File: src/startup_seq_pkg.sv
package startup_seq_pkg;

   // minimum times of the power-up sequence, up to the interleave settle
   localparam int unsigned CLK_PERIOD_PS      = 25000;
   localparam int unsigned POWER_ON_DELAY_US  = 1000;
   localparam int unsigned RESET_PULSE_NS     = 1000;
   localparam int unsigned REG_WRITE_DELAY_NS = 100;
   localparam int unsigned IL_SETTLE_MS       = 50;

   // cycle counts, least times rounded up
   localparam int unsigned POWER_ON_CYCLES  =
      (POWER_ON_DELAY_US * 1000000 + CLK_PERIOD_PS - 1) / CLK_PERIOD_PS;
   localparam int unsigned RESET_CYCLES     =
      (RESET_PULSE_NS * 1000 + CLK_PERIOD_PS - 1) / CLK_PERIOD_PS;
   localparam int unsigned WRITE_GAP_CYCLES =
      (REG_WRITE_DELAY_NS * 1000 + CLK_PERIOD_PS - 1) / CLK_PERIOD_PS;
   localparam longint unsigned IL_SETTLE_CYCLES =
      (64'(IL_SETTLE_MS) * 1000000000 + CLK_PERIOD_PS - 1) / CLK_PERIOD_PS;

   localparam int CNT_W = 32;

   // script selector handed to the register writer
   typedef enum logic [2:0]
   {
      SCRIPT_TRIM   = 3'h0,
      SCRIPT_IL_A   = 3'h1,
      SCRIPT_IL_B   = 3'h2,
      SCRIPT_NL_A   = 3'h3,
      SCRIPT_NL_B   = 3'h4,
      SCRIPT_DDCJES = 3'h5
   } script_t;

   // sequencer states
   typedef enum logic [3:0]
   {
      ST_IDLE      = 4'h0,
      ST_POWER     = 4'h1,
      ST_REFWAIT   = 4'h2,
      ST_RESET_LO  = 4'h3,
      ST_RESET_HI  = 4'h4,
      ST_POSTRESET = 4'h5,
      ST_SCRIPT    = 4'h6,
      ST_SCRIPTWT  = 4'h7,
      ST_SETTLE    = 4'h8,
      ST_DONE      = 4'h9,
      ST_FAIL      = 4'hA
   } seq_state_t;

endpackage : startup_seq_pkg

File: src/adc_startup_sequencer.sv
`timescale 1ns/1ps
// Functional notes
// bring up all three supply rails first, in any order.
// start the system reference after supplies, before the reset pulse.
// reset is one high-going pulse: low, high, low; active high.
// write the analog trim script first after every power-up.
// write interleave calibration script, channel A then channel B.
// wait 50 ms for interleave error estimation before more writes.
// then write nonlinearity scripts, channel A then channel B.
// finally write the down-converter and serial link script.
// wait at least 1 ms after power-up before the reset pulse.
// hold reset high at least 1 us.
// wait at least 100 ns after reset falls before port select.
// this order applies in bypass mode, 12-bit, link set 82820.
// device resets registers on the pulse, accepts writes after release.
module adc_startup_sequencer #(
   parameter int unsigned     POWER_ON_CYCLES  = startup_seq_pkg::POWER_ON_CYCLES,
   parameter longint unsigned IL_SETTLE_CYCLES = startup_seq_pkg::IL_SETTLE_CYCLES,
   parameter int unsigned     RESET_CYCLES     = startup_seq_pkg::RESET_CYCLES,
   parameter int unsigned     WRITE_GAP_CYCLES = startup_seq_pkg::WRITE_GAP_CYCLES
) (
   input  wire logic       core_clk,          // 40 MHz system clock
   input  wire logic       reset_n,           // sync reset, active low
   input  wire logic       start,             // pulse: begin power-up sequence
   input  wire logic       railsGood,         // all supply rails in regulation
   input  wire logic [1:0] nyquistZone,       // zone chooser for cal scripts
   input  wire logic       scriptDone,        // pulse: writer finished a script
   input  wire logic       scriptError,       // pulse: writer failed a script
   output logic            railEnable1v15,    // 1.15 V rail enable
   output logic            railEnable1v2,     // 1.2 V rail enable
   output logic            railEnable1v9,     // 1.9 V rail enable
   output logic            sysrefEnable,      // system reference running
   output logic            adcReset,          // device hardware reset, active high
   output logic            writeAllowed,      // serial port select may assert
   output logic            scriptStart,       // pulse: run selected script
   output logic [2:0]      scriptSel,         // script to run
   output logic [1:0]      scriptZone,        // zone for cal scripts
   output logic            seqBusy,           // sequence in progress
   output logic            seqDone,           // device configured
   output logic            seqFail            // writer reported an error
);

   localparam int CW = startup_seq_pkg::CNT_W;

   typedef struct packed
   {
      startup_seq_pkg::seq_state_t state;
      startup_seq_pkg::script_t    script;
      logic [1:0]                  zone;
      logic                        rails;
      logic                        sysref;
      logic                        rst;
      logic                        allow;
      logic                        kick;
      logic                        done;
      logic                        fail;
      logic                        busy;
      logic                        tload;
      logic [CW-1:0]               tcount;
   } seq_reg_t;

   seq_reg_t cur;
   seq_reg_t next_cur;
   logic     tExpired;

   // cycle count cut to the timer width
   function automatic logic [CW-1:0] cyc(input longint unsigned n);
      cyc = CW'(n);
   endfunction : cyc

   // next script in the fixed order
   function automatic startup_seq_pkg::script_t nextScript(
      input startup_seq_pkg::script_t s);
      case (s)
         startup_seq_pkg::SCRIPT_TRIM: nextScript = startup_seq_pkg::SCRIPT_IL_A;
         startup_seq_pkg::SCRIPT_IL_A: nextScript = startup_seq_pkg::SCRIPT_IL_B;
         startup_seq_pkg::SCRIPT_NL_A: nextScript = startup_seq_pkg::SCRIPT_NL_B;
         startup_seq_pkg::SCRIPT_NL_B: nextScript = startup_seq_pkg::SCRIPT_DDCJES;
         default:                      nextScript = startup_seq_pkg::SCRIPT_TRIM;
      endcase
   endfunction : nextScript

   cycle_timer #(
      .CNT_W   (CW)
   ) u_timer (
      .core_clk (core_clk),
      .reset_n  (reset_n),
      .load     (cur.tload),
      .count    (cur.tcount),
      .expired  (tExpired)
   );

   // sequencer next-state
   always_comb
   begin
      next_cur       = cur;
      next_cur.kick  = 1'b0;
      next_cur.tload = 1'b0;
      case (cur.state)
         startup_seq_pkg::ST_IDLE:
         begin
            if (start)
            begin
               next_cur.rails = 1'b1;
               next_cur.rst   = 1'b0;
               next_cur.done  = 1'b0;
               next_cur.fail  = 1'b0;
               next_cur.allow = 1'b0;
               next_cur.zone  = nyquistZone;
               next_cur.state = startup_seq_pkg::ST_POWER;
            end
         end
         startup_seq_pkg::ST_POWER:
         begin
            if (railsGood)
            begin
               next_cur.sysref = 1'b1;
               next_cur.tload  = 1'b1;
               next_cur.tcount = cyc(longint'(POWER_ON_CYCLES));
               next_cur.state  = startup_seq_pkg::ST_REFWAIT;
            end
         end
         startup_seq_pkg::ST_REFWAIT:
         begin
            if (tExpired)
            begin
               next_cur.rst    = 1'b1;
               next_cur.tload  = 1'b1;
               next_cur.tcount = cyc(longint'(RESET_CYCLES));
               next_cur.state  = startup_seq_pkg::ST_RESET_HI;
            end
         end
         startup_seq_pkg::ST_RESET_HI:
         begin
            if (tExpired)
            begin
               next_cur.rst    = 1'b0;
               next_cur.tload  = 1'b1;
               next_cur.tcount = cyc(longint'(WRITE_GAP_CYCLES));
               next_cur.state  = startup_seq_pkg::ST_POSTRESET;
            end
         end
         startup_seq_pkg::ST_POSTRESET:
         begin
            if (tExpired)
            begin
               next_cur.allow  = 1'b1;
               next_cur.script = startup_seq_pkg::SCRIPT_TRIM;
               next_cur.state  = startup_seq_pkg::ST_SCRIPT;
            end
         end
         startup_seq_pkg::ST_SCRIPT:
         begin
            next_cur.kick  = 1'b1;
            next_cur.state = startup_seq_pkg::ST_SCRIPTWT;
         end
         startup_seq_pkg::ST_SCRIPTWT:
         begin
            if (scriptError)
            begin
               next_cur.fail  = 1'b1;
               next_cur.state = startup_seq_pkg::ST_FAIL;
            end
            else if (scriptDone)
            begin
               if (cur.script == startup_seq_pkg::SCRIPT_IL_B)
               begin
                  next_cur.tload  = 1'b1;
                  next_cur.tcount = cyc(IL_SETTLE_CYCLES);
                  next_cur.state  = startup_seq_pkg::ST_SETTLE;
               end
               else if (cur.script == startup_seq_pkg::SCRIPT_DDCJES)
               begin
                  next_cur.done  = 1'b1;
                  next_cur.state = startup_seq_pkg::ST_DONE;
               end
               else
               begin
                  next_cur.script = nextScript(cur.script);
                  next_cur.state  = startup_seq_pkg::ST_SCRIPT;
               end
            end
         end
         startup_seq_pkg::ST_SETTLE:
         begin
            if (tExpired)
            begin
               next_cur.script = startup_seq_pkg::SCRIPT_NL_A;
               next_cur.state  = startup_seq_pkg::ST_SCRIPT;
            end
         end
         startup_seq_pkg::ST_DONE,
         startup_seq_pkg::ST_FAIL:
         begin
            if (start)
            begin
               next_cur.state = startup_seq_pkg::ST_IDLE;
            end
         end
         default:
         begin
            next_cur.state = startup_seq_pkg::ST_IDLE;
         end
      endcase
      // busy flag kept in a flop so the output carries no decode
      next_cur.busy = (next_cur.state != startup_seq_pkg::ST_IDLE)
                   && !next_cur.done && !next_cur.fail;
   end

   // state register
   always_ff @(posedge core_clk)
   begin
      if (!reset_n)
      begin
         cur        <= '0;
         cur.state  <= startup_seq_pkg::ST_IDLE;
         cur.script <= startup_seq_pkg::SCRIPT_TRIM;
      end
      else
      begin
         cur <= next_cur;
      end
   end

   // outputs straight from state flops
   assign railEnable1v15 = cur.rails;
   assign railEnable1v2  = cur.rails;
   assign railEnable1v9  = cur.rails;
   assign sysrefEnable   = cur.sysref;
   assign adcReset       = cur.rst;
   assign writeAllowed   = cur.allow;
   assign scriptStart    = cur.kick;
   assign scriptSel      = cur.script;
   assign scriptZone     = cur.zone;
   assign seqDone        = cur.done;
   assign seqFail        = cur.fail;
   assign seqBusy        = cur.busy;

endmodule : adc_startup_sequencer

File: src/cycle_timer.sv
`timescale 1ns/1ps
// down counter: load a count, flags expiry
module cycle_timer #(
   parameter int CNT_W = 32
) (
   input  wire logic             core_clk,  // system clock
   input  wire logic             reset_n,   // sync reset, active low
   input  wire logic             load,      // load new count
   input  wire logic [CNT_W-1:0] count,     // cycles to wait
   output logic                  expired    // count has run out
);

   typedef struct packed
   {
      logic [CNT_W-1:0] remain;
   } timer_state_t;

   timer_state_t cur;
   timer_state_t next_cur;

   // next count
   always_comb
   begin
      next_cur = cur;
      if (load)
      begin
         next_cur.remain = count;
      end
      else if (cur.remain != '0)
      begin
         next_cur.remain = cur.remain - CNT_W'(1);
      end
   end

   always_ff @(posedge core_clk)
   begin
      if (!reset_n)
      begin
         cur <= '0;
      end
      else
      begin
         cur <= next_cur;
      end
   end

   assign expired = (cur.remain == '0) && !load;

endmodule : cycle_timer

File: config.mk
export PLATFORM = sky130hd
export DESIGN_NAME = adc_startup_sequencer
export DESIGN_NICKNAME = d
export VERILOG_FILES = /design/src/startup_seq_pkg.sv /design/src/adc_startup_sequencer.sv /design/src/cycle_timer.sv
export SDC_FILE = /design/constraint.sdc
export NUM_CORES = 1
export LEC_CHECK = 0
export BUFFER_PORTS_ARGS = -buffer_cell sky130_fd_sc_hd__buf_2
export CORE_UTILIZATION = 62
export CTS_BUF_LIST = sky130_fd_sc_hd__clkbuf_4
export DETAILED_ROUTE_END_ITERATION = 10
export GPL_TIMING_DRIVEN = 0
export PLACE_DENSITY_LB_ADDON = 0.05
export SYNTH_ARGS = -nofsm -noshare
export SYNTH_HDL_FRONTEND = slang
export SYNTH_SLANG_ARGS = --single-unit
File: constraint.sdc
create_clock -name core_clk -period 2.9 [get_ports core_clk]
set_input_delay 0.58 -clock core_clk [delete_from_list [all_inputs] [get_ports core_clk]]
set_output_delay 0.58 -clock core_clk [all_outputs]
set_load 0.02 [all_outputs]
# Word-level counts from Yosys, hierarchy flattened
# Index checks and enable logic that the tools add are counted.
# word_totals
reg_bits,82
input_bits,8
out_inout_bits,15
wordCells,102
# op_classes
addsub,1
n_eq_ne,25
n_mux,39
n_reduce_logical,23
# ops
op,n
33-bit two-way mux,6
33-bit one-hot mux with 4 select lines,1
32-bit two-way mux,2
4-bit one-hot mux with 9 select lines,1
32-bit logical NOT,1
4-bit two-way mux,8
32-bit nonzero test,1
"32-bit by 1-bit subtractor with 32-bit output, second input constant",1
"2-bit != test, second input constant",11
7-bit two-way mux,3
"4-bit by 3-bit equality test with 1-bit output, second input constant",4
7-bit AND reduction,2
"4-bit equality test, second input constant",3
3-bit one-hot mux with 4 select lines,1
3-bit two-way mux,3
3-bit one-hot mux with 3 select lines,1
1-bit two-way mux,8
4-bit nonzero test,2
"3-bit by 2-bit equality test with 1-bit output, second input constant",2
"3-bit equality test, second input constant",2
3-bit nonzero test,2
"4-bit by 1-bit equality test with 1-bit output, second input constant",1
"4-bit by 2-bit equality test with 1-bit output, second input constant",1
4-bit logical NOT,1
other kinds (13),20

# Logic depth before layout (Yosys ltp)
# depth
word_depth,10
mapped_depth,9

# Modules after synthesis
# From an unflattened synthesis, not the netlist that was laid out.
# unflattened
hier_cells,373
area_unflattened_um2,3173.0
# modules_own_cells
mod,n_inst,cells_per_inst,area_per_inst_um2,seq_area_each_um2
cycle_timer,1,219,1866.8,640.6
adc_startup_sequencer,1,154,1306.3,460.4

# Worst setup path before layout
# No wires, ideal clock.
# synth_path
path_kind,register to register
startpoint,reg u_timer.cur[16] in the netlist's numbering
endpoint,"reg cur, in the netlist scriptSel[0]"
t_arrival_ns,2.386
t_required_ns,2.778
slack_ns,0.392
path_stages_with_launch,7
n_path_buf,1
period_less_slack_ns,2.508
cell_sequence,dfxtp_1 or4_4 or3_1 buf_2 or4_1 o21a_1 o311a_1
# synth_between
elab_chain_len,4
word_cells_on_any_way,5
classes_between,2 x eq/ne; 3 x reduce/logical
# synth_lines
item,line,text
start: declaration,cycle_timer.sv:18,timer_state_t cur;
start signal: assignment,cycle_timer.sv:43,cur <= next_cur;
32-bit logical NOT (*),cycle_timer.sv:47,assign expired = (cur.remain == '0) && !load;
1-bit logical AND (*),cycle_timer.sv:47,
2-bit != test (no source line),--,
7-bit AND reduction (no source line) (*),--,
end signal: assignment,adc_startup_sequencer.sv:221,cur <= next_cur;
end: declaration,adc_startup_sequencer.sv:62,seq_reg_t cur;
# Mark *: on every way between the ends. The rest lies on a longest branch, timed or not.
# A chain may end at the register's enable or synchronous reset.

# Worst setup path after layout
# layout_path
startpoint,reg u_timer.cur[22] in the netlist's numbering
endpoint,"reg cur, in the netlist scriptSel[0]"
# The elaborated chain is that of the path after synthesis.

==> results.ini <==
[routing]
wirelength_um = 6510
postRouteAntennaNets = 0
drt-vias-per-instance = 6.14
drtIter0Drc = 154
dr.pass1.iters = 5
routedWlPerCell_um = 15.4
vias = 2596
drc_errors = 0

[clock_network]
cts_sinks = 55
clock_latency_ns = 0.37
cts_buffer_depth = 2
cts_tree = built
cts_root_buffer = clkbuf_4
cts_setup_buffers = 0
cts.clk_slew.worst_paths_ns = 0.14
h-tree-depth = 2
cts_buffers = 5

[placement]
dpl_cell_area_mm2 = 0.00299
dp_hpwl_um = 4780
place_worst_setup_slack_ns = -0.0835
place_congestion = 0.926
port_buffers = 22

[critical_path]
critPathBufInv = 0
worstPathCellList = or4_4, or3_4, or4_1, o21a_1, o311a_1
crit_start = u_timer.cur[22]
reg2reg_slack_ns = 0.14
ff2ff_path_depth = 5
cp.depth = 5
crit_path_end = scriptSel[0]
cp_slowest_cell = or4_1
end_kind = flop
critical-path-max-stage-delay_ns = 0.60
worstPathArrival_ns = 3.02
rr_startpoint = u_timer.cur[22]
cp_max_fo = 6
critPathKind = reg2reg
critPathTopFamily = simple AND/OR/NAND/NOR gates
start_kind = flop
required_ns = 3.16
worstReg2RegEnd = scriptSel[0]

[grt]
grt_usage = 0.286
grt_pass1_wl_um = 11100
grt_max_degree = 16
grt_pass1_vias = 2380
overflow = 0
antenna_found_initial = 0

[power]
power_density_mw_per_mm2 = 1140
power_mw = 3.51
p_sw_frac = 0.454
ir_drop_v = 0.000696
p_comb_frac = 0.571
power.share.sequential = 0.342
clockPowerShare = 0.087
intPower_mw = 1.91
p_switching_mw = 1.59
p_leak_nw = 1.20

[layout]
nNetsFinal = 382
layout-drive-gt1-share = 0.132
num_antenna_cells = 0
finalInstanceArea_mm2 = 0.00307
areaGrowthSynthToFinish_pct = 9.21

[synth]
syn_inst = 343
syn_area_per_cell_um2 = 8.20
yosysMostFrequentCell = dfxtp_1
synth_adder_area_share = 0.00890
synthArstFlopShare = 0
syn_nets = 353
synth-xor-area-share = 0.0903
synthMuxAreaShare = 0
synth_top_family_by_area = simple AND/OR/NAND/NOR gates
synthSimpleGateAreaFrac = 0.289
synth-compound-area-share = 0.165
yosysWarningCount = 0
seq_area_frac_synth = 0.392
synthTopCellsByArea = dfxtp_1 39%, nor2_1 6.0%, xnor2_1 5.9%, a21oi_1 4.5%, nand2_1 3.2%
ys_ff_latch = 55
synth.distinct_cells = 54
synthDominantCellAreaShare = 0.392
ys.flop_type = dfxtp_1
synth.top_cells.by_count = 55 x dfxtp_1, 45 x nor2_1, 25 x a21oi_1
synth-edff-count = 0
netlist.top_cell.by_area = dfxtp_1
syn-cell-area_mm2 = 0.00281

[sta]
rsz0062_at_grt = no
hold_viol_final = 0
setup_tns_ns = 0
slew_headroom = 0.585
tightest_slew_ns = 0.617
finalSetupViolCount = 0
period_share = 0.951
whs_ns = 0.432
drv_slew = 0
fin_crit_ns = 2.76
finClkSkew_ns = 0.0114
setup_ws_ns = 0.142
fmax_mhz = 363

[floorplan]
dieHeight_um = 69.3
placement_rows = 24
ioPinCount = 23
fp.dieW_um = 69.3
start_util = 0.646
core-area_mm2 = 0.00435
die-area_mm2 = 0.00481

[job]
maxCapViolCount = 0

[status]
outcome = finished clean

[min_path]
hp-class = in2reg

per-stage QoR:
stage,cells,utilization
2_1_floorplan,343,-
3_3_place_gp,417,0.686
3_5_place_dp,417,0.686
4_1_cts,423,0.700
5_1_grt,423,0.705
6_report,423,0.705
layer usage:
layer | vias up | routed length, um | part of all wire | GRT usage
met5 | - | 0 | 0 | 0
met4 | 0 | 125 | 0.019 | 0.111
met3 | 14 | 333 | 0.051 | 0.0436
met2 | 79 | 2820 | 0.43 | 0.424
met1 | 1221 | 3240 | 0.50 | 0.416
li1 | 1282 | - | - | -
area by class of cell:
type	count	area, um^2
buffer	23	126
clock buffer	5	37.5
clock inverter	1	7.51
fill	378	1280
inverter	8	30.0
multi-input combinational	257	1590
sequential	55	1100
tap	52	65.1
timing repair buffer	22	110
timing repair:
action,CTS,global route
hold buffers,0,0
endpoints found under the hold margin,0,0
resized for setup,2,5
setup endpoints to repair,11,12
cells by family after synthesis:
logic type      Yosys count
xor+xnor                 29
compound gates           74
simple gates            152
fa+ha+maj                 2
buf+inv                  31
flops                    55
flip-flops by register name (all words and copies together), names as in the netlist:
register and flops:
cur 10, scriptStart 1, u_timer.cur 32, seqDone 1
seqBusy 1, railEnable1v15 1, scriptSel 3, sysrefEnable 1
scriptZone 2, seqFail 1, adcReset 1, writeAllowed 1
worst min-delay path by stage:
stage,startpoint,endpoint,cells past startpoint
2_1_floorplan,scriptZone[0],scriptZone[0],2
3_3_place_gp,sysrefEnable,sysrefEnable,2
3_5_place_dp,sysrefEnable,sysrefEnable,2
4_1_cts,nyquistZone[0],scriptZone[0],3
5_1_grt,nyquistZone[0],scriptZone[0],3
6_report,nyquistZone[0],scriptZone[0],3
tightest hold or removal path: stages:
cell	delay (ns)
buf_2	0.09
nand2_1	0.04
a21oi_1	0.05
placed cells by master (no fill, tap or decap), types with 7 or more instances in the layout:
cell      count
dfxtp_1      55
nor2_1       45
a21oi_1      25
nand2_1      24
buf_2        24
xnor2_1      19
o21ai_0      17
clkbuf_1     12
nor3_1       12
nor4_1       12
or3_1        10
xor2_1       10
nand3_1       9
inv_1         8
buf_4         8
nand2b_1      7
power groups by stage:
stage	logic, mW	clock network [mW]	registers [mW]
floorplan	1.51	0	1.16
CTS	1.91	0.314	1.19
finish	2.00	0.304	1.20
detailed placement	1.84	0	1.20
global route	2.24	0.340	1.23
global placement	1.81	0	1.19
No activity file was read; power rests on OpenSTA's default activity.
